[src/esd_pkg.sv]
// Purpose: shared constants for the escape sequence detector
// Assumes: 10 MHz clock
// Notes:   settings arrive as plain ports, there is no register bus
package esd_pkg;

  localparam int unsigned ClkHz       = 10_000_000;
  localparam int unsigned TickMs      = 1;
  localparam int unsigned TickCycles  = ClkHz / 1000 * TickMs;
  localparam int unsigned CmdUnitMs   = 100;
  localparam int unsigned EscCount    = 3;

  localparam logic [7:0]  EscCharRst  = 8'h2B;
  localparam logic [10:0] GuardRst    = 11'h03E8;
  localparam logic [10:0] GuardMin    = 11'h0002;
  localparam logic [10:0] GuardMax    = 11'h06D3;
  localparam logic [12:0] CmdToRst    = 13'h0064;
  localparam logic [12:0] CmdToMin    = 13'h0002;
  localparam logic [12:0] CmdToMax    = 13'h1770;

  typedef enum logic [2:0] {
    ESD_DATA, ESD_ARMED, ESD_COUNT, ESD_TRAIL, ESD_CMD
  } esd_state_e;

endpackage : esd_pkg

[src/esd_detector.sv]
// Purpose: leaves data mode for command mode on guard + 3 chars + guard
// Assumes: received bytes arrive as one-cycle strobes, settings as ports
// Notes:   out-of-range settings are clamped to their legal bounds
// Behaviour
// - programmable 8-bit escape char, compared per byte
// - escape char resets to plus sign
// - exactly three matching escape bytes needed
// - silence guard interval before and after sequence
// - guard interval in ms, 2..0x6D3, default 1000
// - command mode times out back to data mode
// - timeout in 100 ms units, 2..0x1770, default 100
`timescale 1ns/10ps
module esd_detector
  import esd_pkg::*;
#(
  parameter int unsigned TickLen = TickCycles
)(
  // clock and reset
  input  wire logic        clk,
  input  wire logic        rst_n,
  // received byte stream
  input  wire logic        rxValid,
  input  wire logic [7:0]  rxByte,
  // setting writes
  input  wire logic        escCharWr,
  input  wire logic [7:0]  escCharIn,
  input  wire logic        guardWr,
  input  wire logic [10:0] guardIn,
  input  wire logic        cmdToWr,
  input  wire logic [12:0] cmdToIn,
  // command interpreter feedback
  input  wire logic        cmdValid,
  input  wire logic        cmdExit,
  // results
  output logic             cmdMode,
  output logic             enterPulse,
  output logic             timeoutPulse,
  output logic             dataValid,
  output logic [7:0]       dataByte,
  output logic [7:0]       escCharSetting,
  output logic [10:0]      guardIntervalSetting,
  output logic [12:0]      commandTimeoutSetting
);

  typedef struct packed {
    esd_state_e  state;
    logic [7:0]  escChar;
    logic [10:0] guard;
    logic [12:0] cmdTo;
    logic [10:0] msCnt;     // ms of silence / elapsed
    logic [6:0]  sub100;    // ms within a 100 ms step
    logic [12:0] toCnt;     // 100 ms steps in command mode
    logic [1:0]  held;      // escape bytes held back
    logic        cmdMode;
    logic        enter;
    logic        tout;
    logic        dValid;
    logic [7:0]  dByte;
    logic        flush;     // aborting byte still to replay
    logic [7:0]  abByte;    // byte that broke the sequence
  } esd_s;

  esd_s st_q;
  esd_s st_d;
  logic msTick;

  // millisecond time base
  esd_tick #(
    .Period (TickLen)
  ) u_tick (
    .clk   (clk),
    .rst_n (rst_n),
    .tick  (msTick)
  );

  // clamp a guard write into its legal span
  function automatic logic [10:0] clampGuard(input logic [10:0] v);
    return (v < GuardMin) ? GuardMin : (v > GuardMax) ? GuardMax : v;
  endfunction : clampGuard

  // clamp a timeout write into its legal span
  function automatic logic [12:0] clampTo(input logic [12:0] v);
    return (v < CmdToMin) ? CmdToMin : (v > CmdToMax) ? CmdToMax : v;
  endfunction : clampTo

  // next state of the whole detector
  always_comb
  begin
    st_d        = st_q;
    st_d.enter  = 1'b0;
    st_d.tout   = 1'b0;
    st_d.dValid = 1'b0;
    if (escCharWr)
      st_d.escChar = escCharIn;
    if (guardWr)
      st_d.guard = clampGuard(guardIn);
    if (cmdToWr)
      st_d.cmdTo = clampTo(cmdToIn);
    if (msTick && st_q.msCnt != 11'h07FF)
      st_d.msCnt = st_q.msCnt + 11'h001;
    unique case (st_q.state)
      ESD_DATA:
      begin
        // new byte first, idle cycles replay held escapes, then the breaker
        if (rxValid)
        begin
          st_d.dValid = 1'b1;
          st_d.dByte  = rxByte;
          st_d.msCnt  = 11'h000;
        end
        else if (st_q.held != 2'd0)
        begin
          st_d.dValid = 1'b1;
          st_d.dByte  = st_q.escChar;
          st_d.held   = st_q.held - 2'd1;
        end
        else if (st_q.flush)
        begin
          st_d.dValid = 1'b1;
          st_d.dByte  = st_q.abByte;
          st_d.flush  = 1'b0;
        end
        else if (st_q.msCnt >= st_q.guard)
          st_d.state = ESD_ARMED;
      end
      ESD_ARMED:
      begin
        if (rxValid)
        begin
          st_d.msCnt = 11'h000;
          if (rxByte == st_q.escChar)
          begin
            st_d.held  = 2'd1;
            st_d.state = ESD_COUNT;
          end
          else
          begin
            st_d.dValid = 1'b1;
            st_d.dByte  = rxByte;
            st_d.state  = ESD_DATA;
          end
        end
      end
      ESD_COUNT, ESD_TRAIL:
      begin
        if (rxValid)
        begin
          st_d.msCnt = 11'h000;
          if (rxByte == st_q.escChar && st_q.held < 2'(EscCount))
          begin
            st_d.held = st_q.held + 2'd1;
            if (st_q.held == 2'(EscCount - 1))
              st_d.state = ESD_TRAIL;
          end
          else
          begin
            // abort: held bytes replay, then this byte
            st_d.dValid = 1'b1;
            st_d.dByte  = st_q.escChar;
            st_d.held   = st_q.held - 2'd1;
            st_d.flush  = 1'b1;
            st_d.abByte = rxByte;
            st_d.state  = ESD_DATA;
          end
        end
        else if (st_q.state == ESD_COUNT && st_q.msCnt >= st_q.guard)
          st_d.state = ESD_DATA;                      // too slow
        else if (st_q.state == ESD_TRAIL && st_q.msCnt >= st_q.guard)
        begin
          st_d.state   = ESD_CMD;
          st_d.held    = 2'd0;
          st_d.cmdMode = 1'b1;
          st_d.enter   = 1'b1;
          st_d.sub100  = 7'd0;
          st_d.toCnt   = 13'h0000;
        end
      end
      ESD_CMD:
      begin
        if (msTick)
        begin
          if (st_q.sub100 == 7'(CmdUnitMs - 1))
          begin
            st_d.sub100 = 7'd0;
            st_d.toCnt  = st_q.toCnt + 13'h0001;
          end
          else
            st_d.sub100 = st_q.sub100 + 7'd1;
        end
        if (cmdValid)
        begin
          st_d.sub100 = 7'd0;
          st_d.toCnt  = 13'h0000;
        end
        if (cmdExit || (!cmdValid && st_q.toCnt >= st_q.cmdTo))
        begin
          st_d.tout    = !cmdExit;
          st_d.cmdMode = 1'b0;
          st_d.state   = ESD_DATA;
          st_d.msCnt   = 11'h000;
        end
      end
      default: st_d.state = ESD_DATA;
    endcase
  end

  // state register
  always_ff @(posedge clk or negedge rst_n)
  begin
    if (!rst_n)
    begin
      st_q         <= '0;
      st_q.state   <= ESD_DATA;
      st_q.escChar <= EscCharRst;
      st_q.guard   <= GuardRst;
      st_q.cmdTo   <= CmdToRst;
    end
    else
      st_q <= st_d;
  end

  assign cmdMode               = st_q.cmdMode;
  assign enterPulse            = st_q.enter;
  assign timeoutPulse          = st_q.tout;
  assign dataValid             = st_q.dValid;
  assign dataByte              = st_q.dByte;
  assign escCharSetting        = st_q.escChar;
  assign guardIntervalSetting  = st_q.guard;
  assign commandTimeoutSetting = st_q.cmdTo;

  // command mode is only entered after three escapes
  property p_enter_needs_three;
    @(posedge clk) disable iff (!rst_n)
      $rose(cmdMode) |-> $past(st_q.held) == 2'(EscCount);
  endproperty
  a_enter_needs_three: assert property (p_enter_needs_three)
    else $error("command mode entered without three escapes");

  // entry only after trailing silence of full guard
  property p_enter_after_guard;
    @(posedge clk) disable iff (!rst_n)
      enterPulse |-> $past(st_q.msCnt) >= $past(st_q.guard);
  endproperty
  a_enter_after_guard: assert property (p_enter_after_guard)
    else $error("command mode entered before trailing guard");

  // arming needs leading silence
  property p_arm_after_guard;
    @(posedge clk) disable iff (!rst_n)
      st_q.state == ESD_ARMED && $past(st_q.state) == ESD_DATA
        |-> $past(st_q.msCnt) >= $past(st_q.guard);
  endproperty
  a_arm_after_guard: assert property (p_arm_after_guard)
    else $error("armed without leading silence");

  // guard setting stays in range
  property p_guard_range;
    @(posedge clk) disable iff (!rst_n)
      guardIntervalSetting >= GuardMin && guardIntervalSetting <= GuardMax;
  endproperty
  a_guard_range: assert property (p_guard_range)
    else $error("guard setting out of range");

  // timeout setting stays in range
  property p_cmdto_range;
    @(posedge clk) disable iff (!rst_n)
      commandTimeoutSetting >= CmdToMin && commandTimeoutSetting <= CmdToMax;
  endproperty
  a_cmdto_range: assert property (p_cmdto_range)
    else $error("timeout setting out of range");

  // timeout pulse drops command mode
  property p_timeout_exit;
    @(posedge clk) disable iff (!rst_n)
      timeoutPulse |-> !cmdMode && $past(cmdMode);
  endproperty
  a_timeout_exit: assert property (p_timeout_exit)
    else $error("timeout without leaving command mode");

  // a written escape char is held next cycle
  property p_esc_write;
    @(posedge clk) disable iff (!rst_n)
      escCharWr |=> escCharSetting == $past(escCharIn);
  endproperty
  a_esc_write: assert property (p_esc_write)
    else $error("escape char write lost");

  // a mismatching byte in counting aborts to data
  property p_abort;
    @(posedge clk) disable iff (!rst_n)
      st_q.state == ESD_COUNT && rxValid && rxByte != st_q.escChar
        |=> st_q.state == ESD_DATA && dataValid && !cmdMode;
  endproperty
  a_abort: assert property (p_abort)
    else $error("mismatch did not abort sequence");

endmodule : esd_detector

[src/esd_tick.sv]
// Purpose: divider giving a one-cycle enable every millisecond
// Assumes: single clock
// Notes:   period is a parameter so simulation can shorten it
`timescale 1ns/10ps
module esd_tick
  import esd_pkg::*;
#(
  parameter int unsigned Period = TickCycles
)(
  // clock and reset
  input  wire logic clk,
  input  wire logic rst_n,
  // enable out
  output logic      tick
);

  typedef struct packed {
    logic [31:0] cnt;
    logic        tick;
  } esd_tick_s;

  esd_tick_s st_q;
  esd_tick_s st_d;

  // count up and pulse on wrap
  always_comb
  begin
    st_d      = st_q;
    st_d.tick = 1'b0;
    if (st_q.cnt == 32'(Period - 1))
    begin
      st_d.cnt  = 32'h0000_0000;
      st_d.tick = 1'b1;
    end
    else
      st_d.cnt = st_q.cnt + 32'h0000_0001;
  end

  // state register
  always_ff @(posedge clk or negedge rst_n)
  begin
    if (!rst_n)
      st_q <= '0;
    else
      st_q <= st_d;
  end

  assign tick = st_q.tick;

endmodule : esd_tick

[config.mk]
export PLATFORM = sky130hd
export DESIGN_NAME = esd_detector
export DESIGN_NICKNAME = d
export VERILOG_FILES = /design/src/esd_pkg.sv /design/src/esd_detector.sv /design/src/esd_tick.sv
export SDC_FILE = /design/constraint.sdc
export NUM_CORES = 1
export LEC_CHECK = 0
export ABC_CLOCK_PERIOD_IN_PS = 3300
export CORE_MARGIN = 2
export CORE_UTILIZATION = 55
export CTS_CLUSTER_DIAMETER = 200
export DETAILED_ROUTE_END_ITERATION = 12
export DONT_BUFFER_PORTS = 1
export MAX_ROUTING_LAYER = met4
export PLACE_DENSITY_LB_ADDON = 0.25
export SETUP_SLACK_MARGIN = 0.1
export SLEW_MARGIN = 20
export SYNTH_ARGS = -nofsm -noshare
export SYNTH_HDL_FRONTEND = slang
export SYNTH_SLANG_ARGS = --single-unit
[constraint.sdc]
create_clock -name clk -period 3.3 [get_ports clk]
set_input_delay 0.33 -clock clk [delete_from_list [all_inputs] [get_ports clk]]
set_output_delay 0.33 -clock clk [all_outputs]
set_load 0.02 [all_outputs]
Word level (Yosys, flattened, before mapping)
Index checks and enable logic that the tools add are counted.
{"block": "word_totals", "regBits": 122, "in_bits": 48, "output_inout_bits": 44, "elab_cells": 139}
{"block": "classes", "n_addsub": 6, "n_lt_le_gt_ge": 7, "eq_ne": 30, "n_mux": 55, "n_bitwise": 1, "n_reduce_logical": 23}
{"cell": "$mux W20", "n": 3}
{"cell": "$mux W11", "n": 5}
{"cell": "$mux W24", "n": 2}
{"cell": "$pmux W20 S2", "n": 1}
{"cell": "$mux W13", "n": 3}
{"cell": "$mux W18", "n": 2}
{"cell": "$mux W9", "n": 4}
{"cell": "$mux W3", "n": 11}
{"cell": "$add A32 B1 Y32 const B", "n": 1}
{"cell": "$eq A32 B14 Y1 const B", "n": 1}
{"cell": "$mux W32", "n": 1}
{"cell": "$ne A2 B2 Y1 const B", "n": 14}
{"cell": "$pmux W9 S3", "n": 1}
{"cell": "$pmux W11 S2", "n": 1}
{"cell": "$mux W2", "n": 8}
{"cell": "$reduce_and A5 Y1", "n": 3}
{"cell": "$add A13 B1 Y13 const B", "n": 1}
{"cell": "$ge A13 B13 Y1", "n": 1}
{"cell": "$gt A13 B13 Y1 const B", "n": 1}
{"cell": "$lt A13 B2 Y1 const B", "n": 1}
{"cell": "$ne A4 B4 Y1 const B", "n": 3}
{"cell": "$pmux W3 S4", "n": 1}
{"cell": "$reduce_and A6 Y1", "n": 2}
{"cell": "$add A11 B1 Y11 const B", "n": 1}
{"cell": "33 further kinds", "n": 50}

Longest topological paths before layout
Gate-level depths: netlist (run 1).
{"block": "logic_depth", "ltp_word": 6, "mapped_depth": 9, "depth_no_buf": 8}

Hierarchy
A second synthesis (run 1) with hierarchy kept.
{"block": "hier_totals", "hier_cells": 735, "area_unflattened_um2": 6977.9}
{"module": "esd_detector", "n_inst": 1, "cells_per_inst": 593, "area_each_um2": 5396.4, "seq_area_each_um2": 2243.4}
{"module": "esd_tick", "n_inst": 1, "cells_per_inst": 142, "area_each_um2": 1581.5, "seq_area_each_um2": 825.8}

Worst setup path before layout (run 1)
OpenSTA, ideal clock, no wires.
{"block": "synth_timing", "path_type": "reg-to-reg", "from": "register st_q[43] (netlist name)", "to": "register st_q[86] (netlist name)", "setup_time_ns": 0.128, "t_arrival_ns": 2.171, "required_ns": 3.172, "setup_slack_ns": 1.001, "path_stages_with_launch": 9, "path_buffers": 0, "synth_period_minus_slack_ns": 2.299, "path_cell_list": "dfrtp_1 > inv_1 > ha_1 > nand2b_1 > a211o_1 > a211oi_1 > o21ai_0 > o2111ai_2 > mux2_1"}
{"block": "synth_via", "elab_chain_len": 5, "elab_cells_between_ends": 9, "cone_classes": "order compare (1); eq/ne (2); mux (3); reduce/logical (3)"}
{"item": "from (decl)", "line": "esd_detector.sv:63", "text": "esd_s st_q;"}
{"item": "from (signal assigned)", "line": "esd_detector.sv:219", "text": "st_q <= st_d;"}
{"item": "$ge A11 B11 Y1 *", "line": "esd_detector.sv:123, esd_detector.sv:166, esd_detector.sv:168"}
{"item": "$logic_and A1 B1 Y1", "line": "esd_detector.sv:166", "text": "else if (st_q.state == ESD_COUNT && st_q.msCnt >= st_q.guard)"}
{"item": "$mux W3", "line": "esd_detector.sv:166"}
{"item": "$mux W3", "line": "esd_detector.sv:146", "text": "if (rxValid)"}
{"item": "$pmux W3 S4", "line": "esd_detector.sv:101", "text": "unique case (st_q.state)"}
Mark *: on every way between the ends. The rest lies on a longest branch, timed or not.
A chain may end at the register's enable or synchronous reset.

Worst setup path in the final report (run 1)
{"block": "layout_timing", "from": "register st_q (netlist bit guardIntervalSetting[0])", "to": "register st_q[87] (netlist name)"}
The elaborated chain is that of the path after synthesis.

==> results of run 1 <==
-- cells by family after synthesis --
| kind of cell | synth area share, % |
|---|---|
| flops | 43.4 |
| buf+inv | 8.77 |
| fa+ha+maj | 5.48 |
| xor+xnor | 5.82 |
| compound gates | 12.9 |
| simple gates | 20.4 |
| mux | 3.24 |
-- final timing paths --
kind | end | depth (start not counted) | slack (ns)
worst max-delay path | st_q[87] | 7 | 0.47
worst min-delay path | commandTimeoutSetting[10] | 1 | 0.02
worst max register to register | st_q[87] | 7 | 0.47
worst min register to register | st_q[7] | 2 | 0.48
max in group asynchronous | escCharSetting[4] | 2 | 2.29
min in group asynchronous | st_q[50] | 2 | 0.52
-- report_power, final --
part	leakage, nW	internal (W)	switching [W]	total (W)
logic	1.53	0.000297	0.000373	0.000670
registers	1.57	0.00163	0.000228	0.00186
clock network	0.246	0.000990	0.000616	0.00161
total	3.35	0.00292	0.00122	0.00414
-- placed cells by master (no fill, tap or decap), types with 13 or more instances in the layout --
master     count
nand2_1       84
o22ai_1       15
a21oi_1       28
dfrtp_1      109
nand3_1       29
nor2_1        60
nor3_1        25
clkbuf_16     17
nand4_1       16
o21ai_0       36
ha_1          31
dfstp_2       13
xor2_1        17
inv_1         55
xnor2_1       30
-- repair_timing --
action,in CTS,in global routing
hold buffers,6,1
hold endpoints to repair,136,1
endpoints found under the setup margin,0,0
-- state kept, by name, summed over array words and instances, names as in the netlist --
name	flops
commandTimeoutSetting	13
dataByte	8
u_tick.tick	1
enterPulse	1
u_tick.st_q	32
timeoutPulse	1
dataValid	1
escCharSetting	8
cmdMode	1
guardIntervalSetting	11
st_q	45
-- per-stage QoR --
step / instances / area (um2)
floorplan: 763 / 7070
global placement: 875 / 6900
detailed placement: 875 / 6900
CTS: 912 / 7480
global route: 913 / 7490
finish: 913 / 7490
-- per-layer routing --
| metal | vias up | wire length (um) |
|---|---|---|
| met5 | - | 0 |
| met4 | 0 | 289 |
| met3 | 25 | 895 |
| met2 | 155 | 7190 |
| met1 | 2624 | 6480 |
| li1 | 2579 | - |
-- worst max-delay path: stages, from the launching register on --
cell and delay, ns:
dfrtp_1 0.47, ha_1 0.32, nand2b_1 0.14, a211o_1 0.29
a211oi_1 0.48, o21ai_0 0.36, o2111ai_2 0.32, mux2_1 0.34
-- final cells by class --
| cell class | count | share of cell area, % |
|---|---|---|
| tap | 172 | 2.87 |
| inverter | 55 | 2.76 |
| timing repair buffer | 10 | 1.47 |
| clock buffer | 28 | 6.50 |
| clock inverter | 3 | 0.201 |
| multi-input combinational | 523 | 45.2 |
| sequential | 122 | 41.0 |
==> results.tsv, run 1 <==
stage	metric	value	unit
logic_synthesis	synth_edf_count	0	
setup_path	critical_path_class	flip-flop to flip-flop	
clock_network	clockBufferDepth	2	
logic_synthesis	ys.flop_type	dfrtp_1	
logic_synthesis	synth.avg_cell_area	9.27	um2
grt	met2_usage	36.6	%
setup_path	critPathMaxFanout	4	
clock_network	path_clk_slew	0.05	ns
logic_synthesis	async_flop_share	100	%
clock_network	cts_resized	0	
clock_network	clock_latency	0.41	ns
floorplan	core_area	12600	um2
sta	tns	0	ns
sta	post-route-period-util	85.9	%
sta	tightest_slew	0.913	ns
grt	grt_max_degree	123	
logic_synthesis	synthTopCellsByArea	dfrtp_1 (39%), ha_1 (5.5%), dfstp_2 (4.8%)	
logic_synthesis	syn_inst	763	
floorplan	row_count	41	
sta	slew_violations	0	
logic_synthesis	netlist_top_cells_count	dfrtp_1 (109), nand2_1 (84), nor2_1 (60), inv_1 (55), buf_4 (40)	
floorplan	die_y	117	um
routing	route.vias.total	5383	
routing	ant_nets	0	
clock_network	htreeDepth	4	
clock_network	cts_tree	yes	
grt	grt_use_met1	29.2	%
logic_synthesis	synth_top_cell_by_area	dfrtp_1	
pwr	leakagePower	3.35	nW
clock_network	cts_buffers	17	
sta	hold_viol_final	0	
setup_path	critical_path_arrival	3.13	ns
grt	grt_pass1_wl	25600	um
logic_synthesis	yosysSeqAreaShare	43.4	%
sta	post-route-min-period	2.83	ns
sta	clock.fmax	353	MHz
run_status	status	finished clean	
floorplan	die_x	117	um
finish	utilization	59.6	%
sta	fin_skew	0.00668	ns
clock_network	clock_sinks	122	
routing	drc	0	
routing	drt_wl_total	14900	um
logic_synthesis	yosysTopAreaCellShare	38.6	%
pwr	powerDensity	553	nW/um2
min_path	min_from	cmdToWr	
grt	grt.busiest_layer	met2	
finish	syn_to_final_growth	5.84	%
floorplan	dieArea	13800	um2
min_path	hold_path.class	input pin to flip-flop	
finish	final_nets	808	
logic_synthesis	ys_ff_latch	122	
clock_network	post_cts_buffers	0	
setup_path	startpoint_type	flip-flop	
setup_path	worstReg2RegStart	guardIntervalSetting[0]	
logic_synthesis	synth.most_common_cell	dfrtp_1	
logic_synthesis	ys_warn_count	0	
routing	vias_per_cell	5.90	
sta	holdWs	0.0172	ns
grt	grt_overflow	0	
logic_synthesis	syn-cell-area	7070	um2
setup_path	critical_path_required	3.59	ns
finish	multi_input_area	3380	um2
floorplan	ioPinCount	92	
placed_design	dp_slack	0.508	ns
pwr	total_power	0.00414	W
sta	rsz0062_at_grt	false	
pwr	ir_drop	0.000384	V
sta	slew_headroom	38.6	%
sta	setup_slack	0.467	ns
grt	grtUsageTotal	23.3	%
grt	gr-usage-met3	6.18	%
floorplan	start_util	56.3	%
logic_synthesis	synth_fp_nets	842	
placed_design	port_buffers	0	
setup_path	crit_start	guardIntervalSetting[0]	
routing	first_iter_violations	428	
grt	antenna_found_initial	0	
routing	first_pass_iters	7	
placed_design	hpwl	10400	um
finish	antenna_cells	0	
placed_design	gp_congestion	0.856	
routing	routedWlPerCell	16.3	um
clock_network	clockRootBuffer	clkbuf_16	
finish	drive_gt1_share	9.04	%
finish	register_area	3070	um2
grt	grt_pass1_vias	5333	
finish	fillers	1070	
sta	setup_violations	0	
setup_path	end_kind	flip-flop	
flow_run	drv_cap	0	
logic_synthesis	ys_types	67	
Power figures use the tool's default switching activity.
==> run 2, diff against run 1 <==
- CELL_PAD_IN_SITES_DETAIL_PLACEMENT: not set -> 1
- CELL_PAD_IN_SITES_GLOBAL_PLACEMENT: not set -> 1
- CORE_UTILIZATION: 55 -> 49
==> run 2 against run 1 <==
Against the previous run: non-clock buffer count up 1; sequential cell count unchanged; worst setup slack better by 0.0049 ns; worst hold slack worse by 0.0027 ns; maximum frequency up 0.17%; sequential share of layout area down 0.57 points.
==> results.tsv, run 2 (synthesis results as in run 1) <==
stage	metric	value	unit
setup_path	cp_slowest_stage_delay	0.47	ns
routing	first_pass_iters	5	
sta	clock.fmax	354	MHz
sta	holdWs	0.0145	ns
sta	slew_headroom	49.0	%
routing	routedWlPerCell	19.0	um
floorplan	core_area	14000	um2
finish	final_common_cell	dfrtp_1	
grt	antenna_found_initial	0	
flow_run	drv_cap	0	
clock_network	clock_latency	0.42	ns
placed_design	port_buffers	0	
pwr	ir_drop	0.000558	V
clock_network	cts_resized	0	
clock_network	htreeDepth	4	
clock_network	clock_sinks	122	
setup_path	critical_path_class	flip-flop to flip-flop	
floorplan	dieArea	15400	um2
finish	register_area	3070	um2
setup_path	cpMaxStageDelayCell	a211oi_1	
finish	fin_area	7590	um2
grt	grtUsageTotal	24.8	%
finish	mostFrequentLayoutCells	dfrtp_1 (109), nand2_1 (84), nor2_1 (60)	
placed_design	hpwl	12000	um
finish	fillers	1598	
routing	drc	0	
floorplan	row_count	43	
clock_network	post_cts_buffers	0	
routing	vias_per_cell	5.94	
floorplan	start_util	50.6	%
setup_path	path_delay_family	compound AO/OA/AOI/OAI gates	
routing	drt_wl_total	17500	um
pwr	powerDensity	584	nW/um2
clock_network	clockBufferDepth	2	
grt	grt_pass1_wl	28700	um
finish	top_register	st_q	
setup_path	worstPathCellList	ha_1 -> nand2b_1 -> a211o_1 -> a211oi_1 -> o21ai_0 -> o2111ai_2 -> mux2_1	
finish	syn_to_final_growth	7.34	%
sta	fin_skew	0.0135	ns
clock_network	clockRootBuffer	clkbuf_16	
run_status	status	finished clean	
setup_path	end_kind	flip-flop	
setup_path	critical_path_arrival	3.14	ns
placed_design	gp_congestion	0.840	
grt	grt_overflow	0	
sta	tightest_slew	0.757	ns
setup_path	critPathMaxFanout	4	
routing	ant_nets	0	
sta	post-route-period-util	85.7	%
floorplan	die_x	124	um
finish	final_nets	809	
setup_path	critical_path_required	3.61	ns
grt	grt_max_degree	123	
clock_network	path_clk_slew	0.05	ns
sta	tns	0	ns
finish	top_regs	st_q (45), u_tick.st_q (32), commandTimeoutSetting (13)	
floorplan	ioPinCount	92	
grt	grt_pass1_vias	5854	
routing	first_iter_violations	389	
clock_network	cts_tree	yes	
finish	antenna_cells	0	
placed_design	placed_area	6920	um2
routing	route.vias.total	5480	
sta	setup_violations	0	
setup_path	crit_buf_inv	0	
sta	post-route-min-period	2.83	ns
setup_path	r2r_slack	0.47	ns
finish	multi_input_area	3380	um2
min_path	hold_path.class	input pin to flip-flop	
finish	drive_gt1_share	10.2	%
sta	hold_viol_final	0	
pwr	leakagePower	3.40	nW
sta	slew_violations	0	
setup_path	startpoint_type	flip-flop	
clock_network	cts_buffers	17	
floorplan	die_y	124	um
finish	largest_reg_flops	45	
sta	rsz0062_at_grt	false	
## run 2: cell types whose count changed in the layout (fill, tap and decap cells not counted), sizes merged
cell / before / now
bufinv: 0 / 2
clkbuf: 28 / 25
buf: 4 / 6
dlygate4sd3: 6 / 5
clkinvlp: 0 / 1
clkinv: 3 / 4
## run 2: area by class of cell
cell class / instances / share of cell area [%]
flip-flops and latches: 122 / 40.4
clock buffers: 25 / 6.66
well taps: 180 / 2.97
inverters: 55 / 2.72
multi-input cells: 523 / 44.6
repair buffers: 11 / 1.52
clock inverters: 7 / 1.15
## run 2: layer usage
| metal | wire length (um) | track usage [%] | vias up |
|---|---|---|---|
| met4 | 177 | 6.11 | 0 |
| met3 | 695 | 6.78 | 14 |
| met2 | 8980 | 41.9 | 102 |
| li1 | - | - | 2584 |
| met1 | 7650 | 29.5 | 2780 |
| met5 | 0 | - | - |
## run 2: path summary, 6_finish.rpt
| kind | endpoint | start | cells past startpoint |
|---|---|---|---|
| worst min-delay path | commandTimeoutSetting[10] | cmdToWr | 1 |
| max in group asynchronous | st_q[49] | rst_n | 2 |
| worst max-delay path | st_q[87] | guardIntervalSetting[0] | 7 |
| worst min register to register | st_q[2] | st_q[2] | 2 |
| worst max register to register | st_q[87] | guardIntervalSetting[0] | 7 |
| min in group asynchronous | guardIntervalSetting[2] | rst_n | 2 |
## run 2: worst reg2reg max path: stages, from the launching register on
cell and delay [ns]:
dfrtp_1 0.46, ha_1 0.33, nand2b_1 0.16, a211o_1 0.30, a211oi_1 0.47, o21ai_0 0.34, o2111ai_2 0.32, mux2_1 0.34
## run 2: what timing repair did
item / in CTS / in global routing
hold buffers: 4 / 2
endpoints found under the hold margin: 138 / 2
setup endpoints to repair: 0 / 0
## run 2: stage by stage
step	utilization (%)	worst slack, ns	cells	power (W)
floorplan	-	1.00	763	0.00249
global placement	49.5	0.546	885	0.00249
detailed placement	49.5	0.450	885	0.00254
CTS	54.1	0.430	921	0.00447
global route	54.3	0.307	923	0.00464
finish	54.3	0.472	923	0.00443
## run 2: where the power goes
group	internal [W]	switching, W
clock	0.00121	0.000660
combinational	0.000305	0.000402
sequential	0.00163	0.000229
total	0.00314	0.00129
